$ cat config.mk
export PLATFORM = sky130hd
export DESIGN_NAME = power_mode_controller
export DESIGN_NICKNAME = d
export VERILOG_FILES = /design/src/rtl/pmc_pkg.sv /design/src/rtl/power_mode_controller.sv /design/src/rtl/pmc_clk_div.sv /design/src/rtl/pmc_stab_counter.sv
export SDC_FILE = /design/constraint.sdc
export NUM_CORES = 1
export LEC_CHECK = 0
export BUFFER_PORTS_ARGS = -buffer_cell sky130_fd_sc_hd__buf_2
export CAP_MARGIN = 20
export CORE_ASPECT_RATIO = 0.75
export CORE_MARGIN = 4
export CORE_UTILIZATION = 50
export CTS_CLUSTER_SIZE = 14
export DETAILED_ROUTE_END_ITERATION = 8
export PLACE_DENSITY_LB_ADDON = 0.05
export SYNTH_ARGS = -nofsm -noshare
export SYNTH_HDL_FRONTEND = slang
export SYNTH_SLANG_ARGS = --single-unit
$ cat constraint.sdc
create_clock -name clk -period 2.3 [get_ports clk]
set_clock_uncertainty 0.15 [all_clocks]
set_input_delay 0.345 -clock clk [delete_from_list [all_inputs] [get_ports clk]]
set_output_delay 0.345 -clock clk [all_outputs]
set_load 0.03 [all_outputs]
$ cat src/rtl/pmc_pkg.sv
// Shared constants and types of the power mode controller.
package pmc_pkg;
    localparam int unsigned CLK_HZ          = 10000000;
    localparam int unsigned OSC_STAB_US     = 5000;
    localparam int unsigned OSC_STAB_CYCLES = (OSC_STAB_US * (CLK_HZ / 1000000));
    localparam int unsigned WAKE_LINES      = 16;
    localparam int unsigned WDG_W           = 16;
    localparam int unsigned STAB_W          = 16;
    localparam int unsigned DIV_W           = 8;
    localparam logic [WDG_W-1:0]  WDG_RESET = 16'hffff;
    localparam logic [DIV_W-1:0]  DIV_ZERO  = 8'h00;
    localparam logic [STAB_W-1:0] STAB_ZERO = 16'h0000;

    typedef enum logic [4:0] {
        MODE_RUN  = 5'h01,
        MODE_SLOW = 5'h02,
        MODE_WAIT = 5'h04,
        MODE_STOP = 5'h08,
        MODE_HALT = 5'h10
    } pm_mode_t;

    typedef enum logic [2:0] {
        EX_IDLE  = 3'h1,
        EX_OSC   = 3'h2,
        EX_COUNT = 3'h4
    } exit_state_t;
endpackage

$ cat src/rtl/power_mode_controller.sv
// Operating mode controller: run, slow, wait, stop and halt sequencing.
`timescale 1ns/1ps
module power_mode_controller
    import pmc_pkg::*;
#(
    parameter logic [STAB_W-1:0] STAB_CYCLES = STAB_W'(OSC_STAB_CYCLES)
)
(
    // Clock and reset
    input  wire logic                  clk,
    input  wire logic                  reset_n,
    // CPU requests
    input  wire logic                  slow_sel,
    input  wire logic [DIV_W-1:0]      slow_ratio,
    input  wire logic                  wait_for_interrupt_instr,
    input  wire logic                  stop_seq_done,
    input  wire logic                  halt_instr,
    input  wire logic                  pll_select_req,
    // Interrupt controller
    input  wire logic                  irq_ack,
    // Wake sources
    input  wire logic [WAKE_LINES-1:0] wake_line,
    input  wire logic                  nmi,
    // Oscillator and watchdog
    input  wire logic                  osc_running,
    input  wire logic                  wdg_enable,
    // Clock enables, PLL selection and CPU hold
    output logic                       cpu_clk_en,
    output logic                       periph_clk_en,
    output logic                       osc_enable,
    output logic                       pll_selected,
    output logic                       cpu_hold,
    // Watchdog and status
    output logic [WDG_W-1:0]           wdg_count,
    output logic [4:0]                 mode
);
    typedef struct packed {
        pm_mode_t          mode;
        exit_state_t       ex;
        logic              cpu_en;
        logic              per_en;
        logic              osc_en;
        logic              pll;
        logic              hold;
        logic [WDG_W-1:0]  wdg;
    } pmc_state_t;

    pmc_state_t state_q;
    pmc_state_t state_d;
    logic       slow_tick;
    logic       stab_done;
    logic       stab_start;
    logic       base_tick;
    logic       wake_any;

    // Divided enable for the slow rate.
    pmc_clk_div u_div (
        .clk     (clk),
        .reset_n (reset_n),
        .run     (state_q.mode == MODE_SLOW || state_q.mode == MODE_WAIT),
        .ratio   (slow_ratio),
        .tick    (slow_tick)
    );

    pmc_stab_counter #(.CYCLES(STAB_CYCLES)) u_stab (
        .clk         (clk),
        .reset_n     (reset_n),
        .start       (stab_start),
        .osc_running (osc_running),
        .done        (stab_done)
    );

    assign wake_any   = (|wake_line) || nmi;
    assign stab_start = (state_q.mode == MODE_STOP) && (state_q.ex == EX_IDLE) && wake_any;

    always_comb begin
        state_d = state_q;
        base_tick = slow_sel ? slow_tick : 1'b1;
        if (pll_select_req) begin
            state_d.pll = 1'b1;
        end
        case (state_q.mode)
            MODE_RUN, MODE_SLOW: begin
                state_d.mode = slow_sel ? MODE_SLOW : MODE_RUN;
                if (halt_instr && !wdg_enable) begin
                    state_d.mode = MODE_HALT;
                end else if (stop_seq_done && !nmi) begin
                    state_d.mode = MODE_STOP;
                    state_d.osc_en = 1'b0;
                    state_d.pll = 1'b0;
                end else if (wait_for_interrupt_instr) begin
                    state_d.mode = MODE_WAIT;
                end
            end
            MODE_WAIT: begin
                if (irq_ack) begin
                    state_d.mode = slow_sel ? MODE_SLOW : MODE_RUN;
                end
            end
            MODE_STOP: begin
                state_d.pll = 1'b0;
                case (state_q.ex)
                    EX_IDLE: begin
                        if (wake_any) begin
                            state_d.ex = EX_COUNT;
                            state_d.osc_en = 1'b1;
                        end
                    end
                    EX_COUNT: begin
                        if (stab_done) begin
                            state_d.ex = EX_IDLE;
                            state_d.mode = slow_sel ? MODE_SLOW : MODE_RUN;
                        end
                    end
                    default: begin
                        state_d.ex = EX_IDLE;
                    end
                endcase
            end
            MODE_HALT: begin
                state_d.mode = MODE_HALT;
            end
            default: begin
                state_d.mode = MODE_RUN;
            end
        endcase
        // Enables follow the mode being entered so they line up with it.
        case (state_d.mode)
            MODE_RUN, MODE_SLOW: begin
                state_d.cpu_en = base_tick;
                state_d.per_en = base_tick;
            end
            MODE_WAIT: begin
                state_d.cpu_en = 1'b0;
                state_d.per_en = base_tick;
            end
            default: begin
                state_d.cpu_en = 1'b0;
                state_d.per_en = 1'b0;
            end
        endcase
        state_d.hold = (state_d.mode != MODE_RUN) && (state_d.mode != MODE_SLOW);
        if ((state_q.mode != MODE_STOP) && (state_q.mode != MODE_HALT) && wdg_enable
            && state_d.per_en) begin
            state_d.wdg = state_q.wdg - 16'h0001;
        end
    end

    always_ff @(posedge clk) begin
        if (!reset_n) begin
            state_q.mode   <= MODE_RUN;
            state_q.ex     <= EX_IDLE;
            state_q.cpu_en <= 1'b1;
            state_q.per_en <= 1'b1;
            state_q.osc_en <= 1'b1;
            state_q.pll    <= 1'b1;
            state_q.hold   <= 1'b0;
            state_q.wdg    <= WDG_RESET;
        end else begin
            state_q <= state_d;
        end
    end

    assign cpu_clk_en    = state_q.cpu_en;
    assign periph_clk_en = state_q.per_en;
    assign osc_enable    = state_q.osc_en;
    assign pll_selected  = state_q.pll;
    assign cpu_hold      = state_q.hold;
    assign wdg_count     = state_q.wdg;
    assign mode          = state_q.mode;

    property p_onehot;
        @(posedge clk) disable iff (!reset_n) $onehot(mode);
    endproperty
    a_onehot: assert property (p_onehot) else $error("mode not one-hot");

    property p_halt_sticky;
        // The synchronous reset is the only way out, so a cycle that samples it low is excused.
        @(posedge clk) disable iff (!reset_n)
            reset_n && mode == MODE_HALT |=> mode == MODE_HALT;
    endproperty
    a_halt_sticky: assert property (p_halt_sticky) else $error("halt left");

    property p_wdg_frozen;
        @(posedge clk) disable iff (!reset_n)
            mode == MODE_STOP && $past(mode) == MODE_STOP |-> $stable(wdg_count);
    endproperty
    a_wdg_frozen: assert property (p_wdg_frozen) else $error("watchdog moved in stop");

    property p_stop_entry;
        @(posedge clk) disable iff (!reset_n)
            $rose(mode == MODE_STOP) |-> !$past(nmi) && $past(stop_seq_done);
    endproperty
    a_stop_entry: assert property (p_stop_entry) else $error("bad stop entry");

    property p_wait_gate;
        @(posedge clk) disable iff (!reset_n) mode == MODE_WAIT |-> !cpu_clk_en;
    endproperty
    a_wait_gate: assert property (p_wait_gate) else $error("cpu clock in wait");

    property p_stop_quiet;
        @(posedge clk) disable iff (!reset_n)
            mode == MODE_STOP |-> !cpu_clk_en && !periph_clk_en && !pll_selected;
    endproperty
    a_stop_quiet: assert property (p_stop_quiet) else $error("clock in stop");

    property p_stop_exit;
        @(posedge clk) disable iff (!reset_n)
            $fell(mode == MODE_STOP) |-> $past(stab_done);
    endproperty
    a_stop_exit: assert property (p_stop_exit) else $error("early stop exit");

    property p_wait_exit;
        @(posedge clk) disable iff (!reset_n)
            mode == MODE_WAIT && irq_ack |=> mode == MODE_RUN || mode == MODE_SLOW;
    endproperty
    a_wait_exit: assert property (p_wait_exit) else $error("wait not left on ack");

    property p_halt_entry;
        @(posedge clk) disable iff (!reset_n)
            $rose(mode == MODE_HALT) |-> $past(halt_instr) && !$past(wdg_enable);
    endproperty
    a_halt_entry: assert property (p_halt_entry) else $error("bad halt entry");

    property p_run_full;
        @(posedge clk) disable iff (!reset_n)
            mode == MODE_RUN |-> cpu_clk_en && periph_clk_en;
    endproperty
    a_run_full: assert property (p_run_full) else $error("run not at full rate");

    property p_slow_gap;
        @(posedge clk) disable iff (!reset_n)
            mode == MODE_SLOW && cpu_clk_en && $past(slow_ratio) != DIV_ZERO
            |=> !cpu_clk_en || mode == MODE_RUN;
    endproperty
    a_slow_gap: assert property (p_slow_gap) else $error("slow rate not divided");

    property p_wait_holds;
        @(posedge clk) disable iff (!reset_n)
            mode == MODE_WAIT && !irq_ack |=> mode == MODE_WAIT && cpu_hold;
    endproperty
    a_wait_holds: assert property (p_wait_holds) else $error("wait left without ack");

    property p_stop_nmi_high;
        @(posedge clk) disable iff (!reset_n)
            mode != MODE_STOP && nmi |=> mode != MODE_STOP;
    endproperty
    a_stop_nmi_high: assert property (p_stop_nmi_high) else $error("stop with nmi high");

    property p_wake_start;
        @(posedge clk) disable iff (!reset_n)
            mode == MODE_STOP && state_q.ex == EX_IDLE && (|wake_line || nmi) |=> osc_enable;
    endproperty
    a_wake_start: assert property (p_wake_start) else $error("wake not taken");

    property p_exit_resume;
        @(posedge clk) disable iff (!reset_n)
            $fell(mode == MODE_STOP)
            |-> (mode == MODE_RUN || mode == MODE_SLOW) && $stable(wdg_count);
    endproperty
    a_exit_resume: assert property (p_exit_resume) else $error("stop exit lost state");

    property p_wdg_counts;
        @(posedge clk) disable iff (!reset_n)
            $past(reset_n) && $past(wdg_enable) && mode == MODE_RUN && $past(mode) == MODE_RUN
            |-> wdg_count == $past(wdg_count) - 16'h0001;
    endproperty
    a_wdg_counts: assert property (p_wdg_counts) else $error("watchdog not counting");

    property p_stab_hold;
        @(posedge clk) disable iff (!reset_n)
            mode == MODE_STOP && !osc_running && !stab_done |=> mode == MODE_STOP;
    endproperty
    a_stab_hold: assert property (p_stab_hold) else $error("exit before oscillation");

    property p_osc_off;
        @(posedge clk) disable iff (!reset_n)
            $rose(mode == MODE_STOP) |-> !osc_enable;
    endproperty
    a_osc_off: assert property (p_osc_off) else $error("oscillator on in stop");

    property p_exit_no_pll;
        @(posedge clk) disable iff (!reset_n)
            $fell(mode == MODE_STOP) |-> !pll_selected && osc_enable;
    endproperty
    a_exit_no_pll: assert property (p_exit_no_pll) else $error("pll kept after stop");

    property p_halt_quiet;
        @(posedge clk) disable iff (!reset_n)
            mode == MODE_HALT |-> !cpu_clk_en && !periph_clk_en && cpu_hold;
    endproperty
    a_halt_quiet: assert property (p_halt_quiet) else $error("clock in halt");
endmodule

$ cat src/rtl/pmc_clk_div.sv
// Programmable clock enable divider for the slow clock rate.
`timescale 1ns/1ps
module pmc_clk_div
    import pmc_pkg::*;
(
    // Clock and reset
    input  wire logic             clk,
    input  wire logic             reset_n,
    // Control
    input  wire logic             run,
    input  wire logic [DIV_W-1:0] ratio,
    // Output
    output logic                  tick
);
    typedef struct packed {
        logic [DIV_W-1:0] cnt;
        logic             tick;
    } div_state_t;

    div_state_t state_q;
    div_state_t state_d;

    always_comb begin
        state_d      = state_q;
        state_d.tick = 1'b0;
        if (!run) begin
            state_d.cnt = DIV_ZERO;
        end else if (state_q.cnt >= ratio) begin
            state_d.cnt  = DIV_ZERO;
            state_d.tick = 1'b1;
        end else begin
            state_d.cnt = state_q.cnt + 8'h01;
        end
    end

    always_ff @(posedge clk) begin
        if (!reset_n) begin
            state_q <= '0;
        end else begin
            state_q <= state_d;
        end
    end

    assign tick = state_q.tick;
endmodule

$ cat src/rtl/pmc_stab_counter.sv
// Oscillator stabilisation counter started by the first oscillation.
`timescale 1ns/1ps
module pmc_stab_counter
    import pmc_pkg::*;
#(
    parameter logic [STAB_W-1:0] CYCLES = STAB_W'(OSC_STAB_CYCLES)
)
(
    // Clock and reset
    input  wire logic clk,
    input  wire logic reset_n,
    // Control
    input  wire logic start,
    input  wire logic osc_running,
    // Status
    output logic      done
);
    typedef struct packed {
        logic [STAB_W-1:0] cnt;
        logic              armed;
        logic              done;
    } stab_state_t;

    stab_state_t state_q;
    stab_state_t state_d;

    always_comb begin
        state_d      = state_q;
        state_d.done = 1'b0;
        if (start) begin
            state_d.armed = 1'b1;
            state_d.cnt   = STAB_ZERO;
        end else if (state_q.armed && osc_running) begin
            if (state_q.cnt >= CYCLES - 16'h0001) begin
                state_d.armed = 1'b0;
                state_d.done  = 1'b1;
            end else begin
                state_d.cnt = state_q.cnt + 16'h0001;
            end
        end
    end

    always_ff @(posedge clk) begin
        if (!reset_n) begin
            state_q <= '0;
        end else begin
            state_q <= state_d;
        end
    end

    assign done = state_q.done;
endmodule

# --- After elaboration in Yosys (flattened, before gate mapping) ---
# Index checks and enable logic that the tools add are counted.
totals:
  reg_bits: 56
  input_bits: 35
  out_inout_bits: 26
  word_cells: 91
classes:
  n_addsub: 3
  order_cmp: 2
  eq_ne: 20
  n_mux: 22
  bitwise: 4
  n_reduce_logical: 27
ops:
  columns: ["op", "count"]
  rows:
  - ["$pmux W5 S4", 1]
  - ["$add A16 B1 Y16 const B", 1]
  - ["$ge A16 B16 Y1 const B", 1]
  - ["$reduce_or A16 Y1", 1]
  - ["$sub A16 B1 Y16 const B", 1]
  - ["$mux W5", 3]
  - ["$eq A5 B1 Y1 const B", 2]
  - ["$eq A5 B2 Y1 const B", 2]
  - ["$eq A5 B3 Y1 const B", 2]
  - ["$mux W2", 5]
  - ["$logic_and A1 B1 Y1", 9]
  - ["$add A8 B1 Y8 const B", 1]
  - ["$ge A8 B8 Y1", 1]
  - ["$mux W8", 1]
  - ["$ne A2 B2 Y1 const B", 4]
  - ["$pmux W2 S2", 2]
  - ["$mux W1", 6]
  - ["$mux W3", 2]
  - ["$pmux W3 S2", 1]
  - ["$reduce_and A2 Y1", 3]
  - ["$reduce_bool A2 Y1", 3]
  - ["$reduce_or A2 Y1", 3]
  - ["$reduce_or A3 Y1", 2]
  - ["$eq A5 B4 Y1 const B", 1]
  - ["other kinds (14)", 20]

# --- Depth between registers and ports, before layout ---
depth:
  word_depth: 9
  ltp_mapped: 8
  depth_no_buf: 7

# --- Modules after synthesis ---
# From an unflattened synthesis, not the netlist that was laid out.
unflattened:
  cells_unflattened: 366
  area_unflattened_um2: 3121.7
modules_own_cells:
  columns: ["module", "instances", "cells_each", "area_per_inst_um2", "seq_area_each_um2"]
  rows:
  - ["power_mode_controller", 1, 200, 1676.6, 560.5]
  - ["pmc_stab_counter", 1, 106, 877.1, 360.3]
  - ["pmc_clk_div", 1, 60, 568.0, 180.2]

# --- Worst setup path before layout ---
# OpenSTA, ideal clock, no wires.
synth_path:
  kind: "reg2reg"
  start: "register u_stab.state_q[2] in the netlist's numbering"
  end: "register u_stab.state_q[11] in the netlist's numbering"
  setup_time_ps: 71
  arrival_time_ps: 2105
  t_required_ps: 2079
  path_slack_ps: -25
  path_stages_with_launch: 8
  path_buffers: 1
  period_less_slack_ps: 2325
  path_cell_list: "dfxtp_1 -> ha_1 -> a311o_1 -> a211oi_4 -> o21ai_2 -> buf_6 -> or4_1 -> a21oi_1"
synth_between:
  elab_chain_cells: 3
  elab_cells_between_ends: 4
  cone_classes: "1 x add/sub; 1 x order compare; 1 x bitwise; 1 x reduce/logical"
synth_lines:
  columns: ["item", "line_no", "text"]
  rows:
  - ["from (decl)", "pmc_stab_counter.sv:24", "stab_state_t state_q;"]
  - ["from (signal assigned)", "pmc_stab_counter.sv:47", "state_q <= state_d;"]
  - ["$ge A16 B16 Y1", "pmc_stab_counter.sv:34", "if (state_q.cnt >= CYCLES - 16'h0001) begin"]
  - ["$not A1 Y1 (no source line)", null, null]
  - ["$reduce_and A2 Y1 (no source line)", null, null]
# Several ways; a longest one is shown, not always the timed one.
# A chain may end at the register's enable or synchronous reset.

# --- Final worst setup path ---
layout_path:
  start: "register u_stab.state_q[13] in the netlist's numbering"
  end: "register u_stab.state_q[10] in the netlist's numbering"
layout_between:
  elab_chain_cells: 3
layout_lines:
  columns: ["item", "line_no"]
  rows:
  - ["$ge A16 B16 Y1", "pmc_stab_counter.sv:34"]
  - ["$not A1 Y1 (no source line)", null]
  - ["$reduce_and A2 Y1 (no source line)", null]
# Every way passes these cells.

==> results.txt <==
Synth Register Bits -> 55
CTS clk-pin slew, worst paths -> 0.10 ns
Ant. Diodes -> 0
total wire length -> 7600 um
Die Wd -> 99.1 um
CTS Hold Bufs -> 0
top_reg_cell synth -> dfxtp_1
post-DR wirelength/cell -> 15.1 um
core box area -> 0.00592 mm^2
Vias/cell -> 5.78
first-pass GRT wire length -> 12800 um
worst slew pin tran -> 0.472 ns
worst setup margin -> 0.0159 ns
Cells after DPL -> 488
asr flop ratio synth -> 0%
static leakage -> 1.55 nW
Final Hold Vio Count -> 0
final design utilization -> 64.3%
warnings from Yosys -> 0
die height -> 76.3 um
pre-CTS setup slack -> -0.0493 ns
RD Place Congestion -> 0.830
Tot Pwr -> 0.00201 W
Crit Path Max Fanout -> 8
CP Capture Type -> flop
share of cells above drive strength 1 -> 30.4%
DRC Markers -> 0
Avg Inst Size Synth -> 8.69 um^2
HP Class -> primary input to flop
Rows -> 24
Worst slew margin -> 68.3%
syn nets -> 404
Max Cap Violations -> 0
Final setup viols -> 0
Critical Path Start Type -> flop
Iteration-0 DRC Markers -> 168
Initial Util -> 52.6%
worst vdd ir -> 0.327 mV
Worst Path Arrival -> 2.39 ns
Slew Limit Fails -> 0
Initial DRT Pass Iterations -> 4
Congestion Overflow GR -> 0
setup TNS -> 0 ns
largest net degree at the start of global routing -> 21
Clock Sinks -> 55
Die Footprint -> 0.00756 mm^2
I/O pin count -> 61
fillers -> 513
Worst EP required -> 2.40 ns
vias in the first global route -> 2661
synth-to-layout area growth -> 22.3%
CTS Buf Count -> 5
initial antenna violation count -> 0
Highest Clock Rate -> 438 MHz
Final min period -> 2.28 ns
WS Path Type -> flop to flop
vias -> 2909
TritonCTS clock tree -> yes
clock buffer depth -> 2
commonest non-fill, non-tap cell in the layout -> buf_2
PortBufs -> 60
worst r2r src -> u_stab.state_q[13]$_SDFFE_PP0P_
status -> completed
final period utilization -> 99.3%
gr usage total -> 19.8%
worst skew pair latency -> 0.31 ns
sequential fraction of the synthesis area -> 35.4%
cell area after synthesis -> 0.00311 mm^2
Cells after Synth -> 358
clk root buf -> clkbuf_8
htree depth -> 2
CP Launch Point -> u_stab.state_q[13]$_SDFFE_PP0P_
fin nets -> 470
Post-synth EDFFs -> 0
hold path startpoint -> slow_sel
fin cells -> 503
most frequent cells in the layout -> buf_2, dfxtp_1, buf_4
PwrDens -> 529 mW/mm^2
hpwl dp -> 5590 um
unrepaired setup endpoints after global routing -> true
Routed Antenna Nets -> 0
library cells used by synthesis -> 53
## layout make-up
class / instances / area [um^2] / area share [%]
clock buffers: 6 / 82.6 / 2.17
well taps: 78 / 97.6 / 2.57
multi-input cells: 255 / 1880 / 49.4
clock inverters: 2 / 35.0 / 0.922
flip-flops and latches: 55 / 1100 / 29.0
inverters: 16 / 60.1 / 1.58
repair buffers: 91 / 544 / 14.3
## path summary, 6_finish.rpt
| path | end | slack [ns] | cells past startpoint |
|---|---|---|---|
| worst max-delay path | u_stab.state_q[10]$_SDFFE_PP0P_ | 0.02 | 6 |
| worst min-delay path | mode[1]$_SDFF_PN0_ | 0.14 | 3 |
| worst max register to register | u_stab.state_q[10]$_SDFFE_PP0P_ | 0.02 | 6 |
| worst min register to register | u_stab.state_q[17]$_SDFFE_PP0P_ | 0.34 | 2 |
## registers in the layout, indices dropped and copies added (netlist names)
name,cells
u_stab.state_q,17
wdg_count,16
u_div.state_q,8
mode,5
state_q,2
cpu_clk_en,1
cpu_hold,1
osc_enable,1
periph_clk_en,1
pll_selected,1
u_div.tick,1
u_stab.done,1
## critical path, cell delays in order (launching register included)
cell      delay, ns
dfxtp_2        0.33
or4_4          0.56
a211oi_4       0.35
o21ai_4        0.15
buf_6          0.17
or4_1          0.39
a21oi_1        0.12
## Yosys cell counts (2+ instances only)
library cell | instances | area [um^2]
a311o_1 | 2 | 20.0
nand3_1 | 16 | 80.1
ha_1 | 11 | 138
a31oi_1 | 4 | 25.0
nand4_1 | 7 | 43.8
o21ai_1 | 9 | 45.0
nand3b_1 | 3 | 22.5
clkbuf_1 | 11 | 41.3
and3_1 | 12 | 75.1
a22oi_1 | 2 | 15.0
or4_1 | 13 | 97.6
o21ai_0 | 12 | 60.1
o21a_1 | 2 | 15.0
o211ai_1 | 2 | 15.0
buf_4 | 21 | 158
o31ai_1 | 11 | 82.6
or2_2 | 3 | 18.8
dfxtp_1 | 55 | 1100
a21boi_0 | 4 | 30.0
a2bb2oi_1 | 2 | 17.5
a21o_1 | 3 | 22.5
xor2_1 | 10 | 87.6
a2111oi_0 | 7 | 61.3
or3_1 | 8 | 50.1
nor3_1 | 7 | 35.0
nand2b_1 | 6 | 37.5
o21ba_1 | 2 | 20.0
nor4b_2 | 2 | 30.0
and4_1 | 5 | 43.8
and2_1 | 3 | 18.8
and4b_1 | 3 | 30.0
nor2_1 | 15 | 56.3
inv_1 | 16 | 60.1
nor3b_1 | 3 | 22.5
a21oi_1 | 19 | 95.1
o211a_1 | 3 | 30.0
xnor2_1 | 5 | 43.8
nand2_1 | 15 | 56.3
nor4_1 | 6 | 37.5
nor2b_1 | 5 | 31.3
## power by group
group / switching (W) / total, W / internal [W]
clock network: 0.000322 / 0.000675 / 0.000353
logic: 0.000203 / 0.000328 / 0.000125
registers: 0.0000264 / 0.00101 / 0.000983
## cells by family after synthesis
family | synth area share [%]
adders and majority gates | 4.43
DFF | 35.4
AOI/OAI and AO/OA | 20.6
muxes | 0.322
buffers and inverters | 8.69
and+or+nand+nor | 26.4
xor gates and xnor gates | 4.23
## stage by stage
stage | area [um^2] | hold WS (ns)
after floorplan | 3110 | 0.288
after global placement | 3480 | 0.309
after detailed placement | 3480 | 0.314
after CTS | 3620 | 0.126
after global routing | 3800 | 0.142
final | 3800 | 0.142
## per-layer routing
metal  up-vias  GRT usage [%]  wire, um
met5         -              0         0
li1       1453              -         -
met2        87           27.5      3150
met4         0           6.41        80
met1      1361           29.8      3850
met3         8           4.67       513
## timing repair
action / CTS / global route
endpoints found under the setup margin: 4 / 19
pin swaps: 1 / 22
resized for setup: 1 / 30
buffers inserted: 1 / 5
cloned: 0 / 1
(Power assumes the default switching activity.)
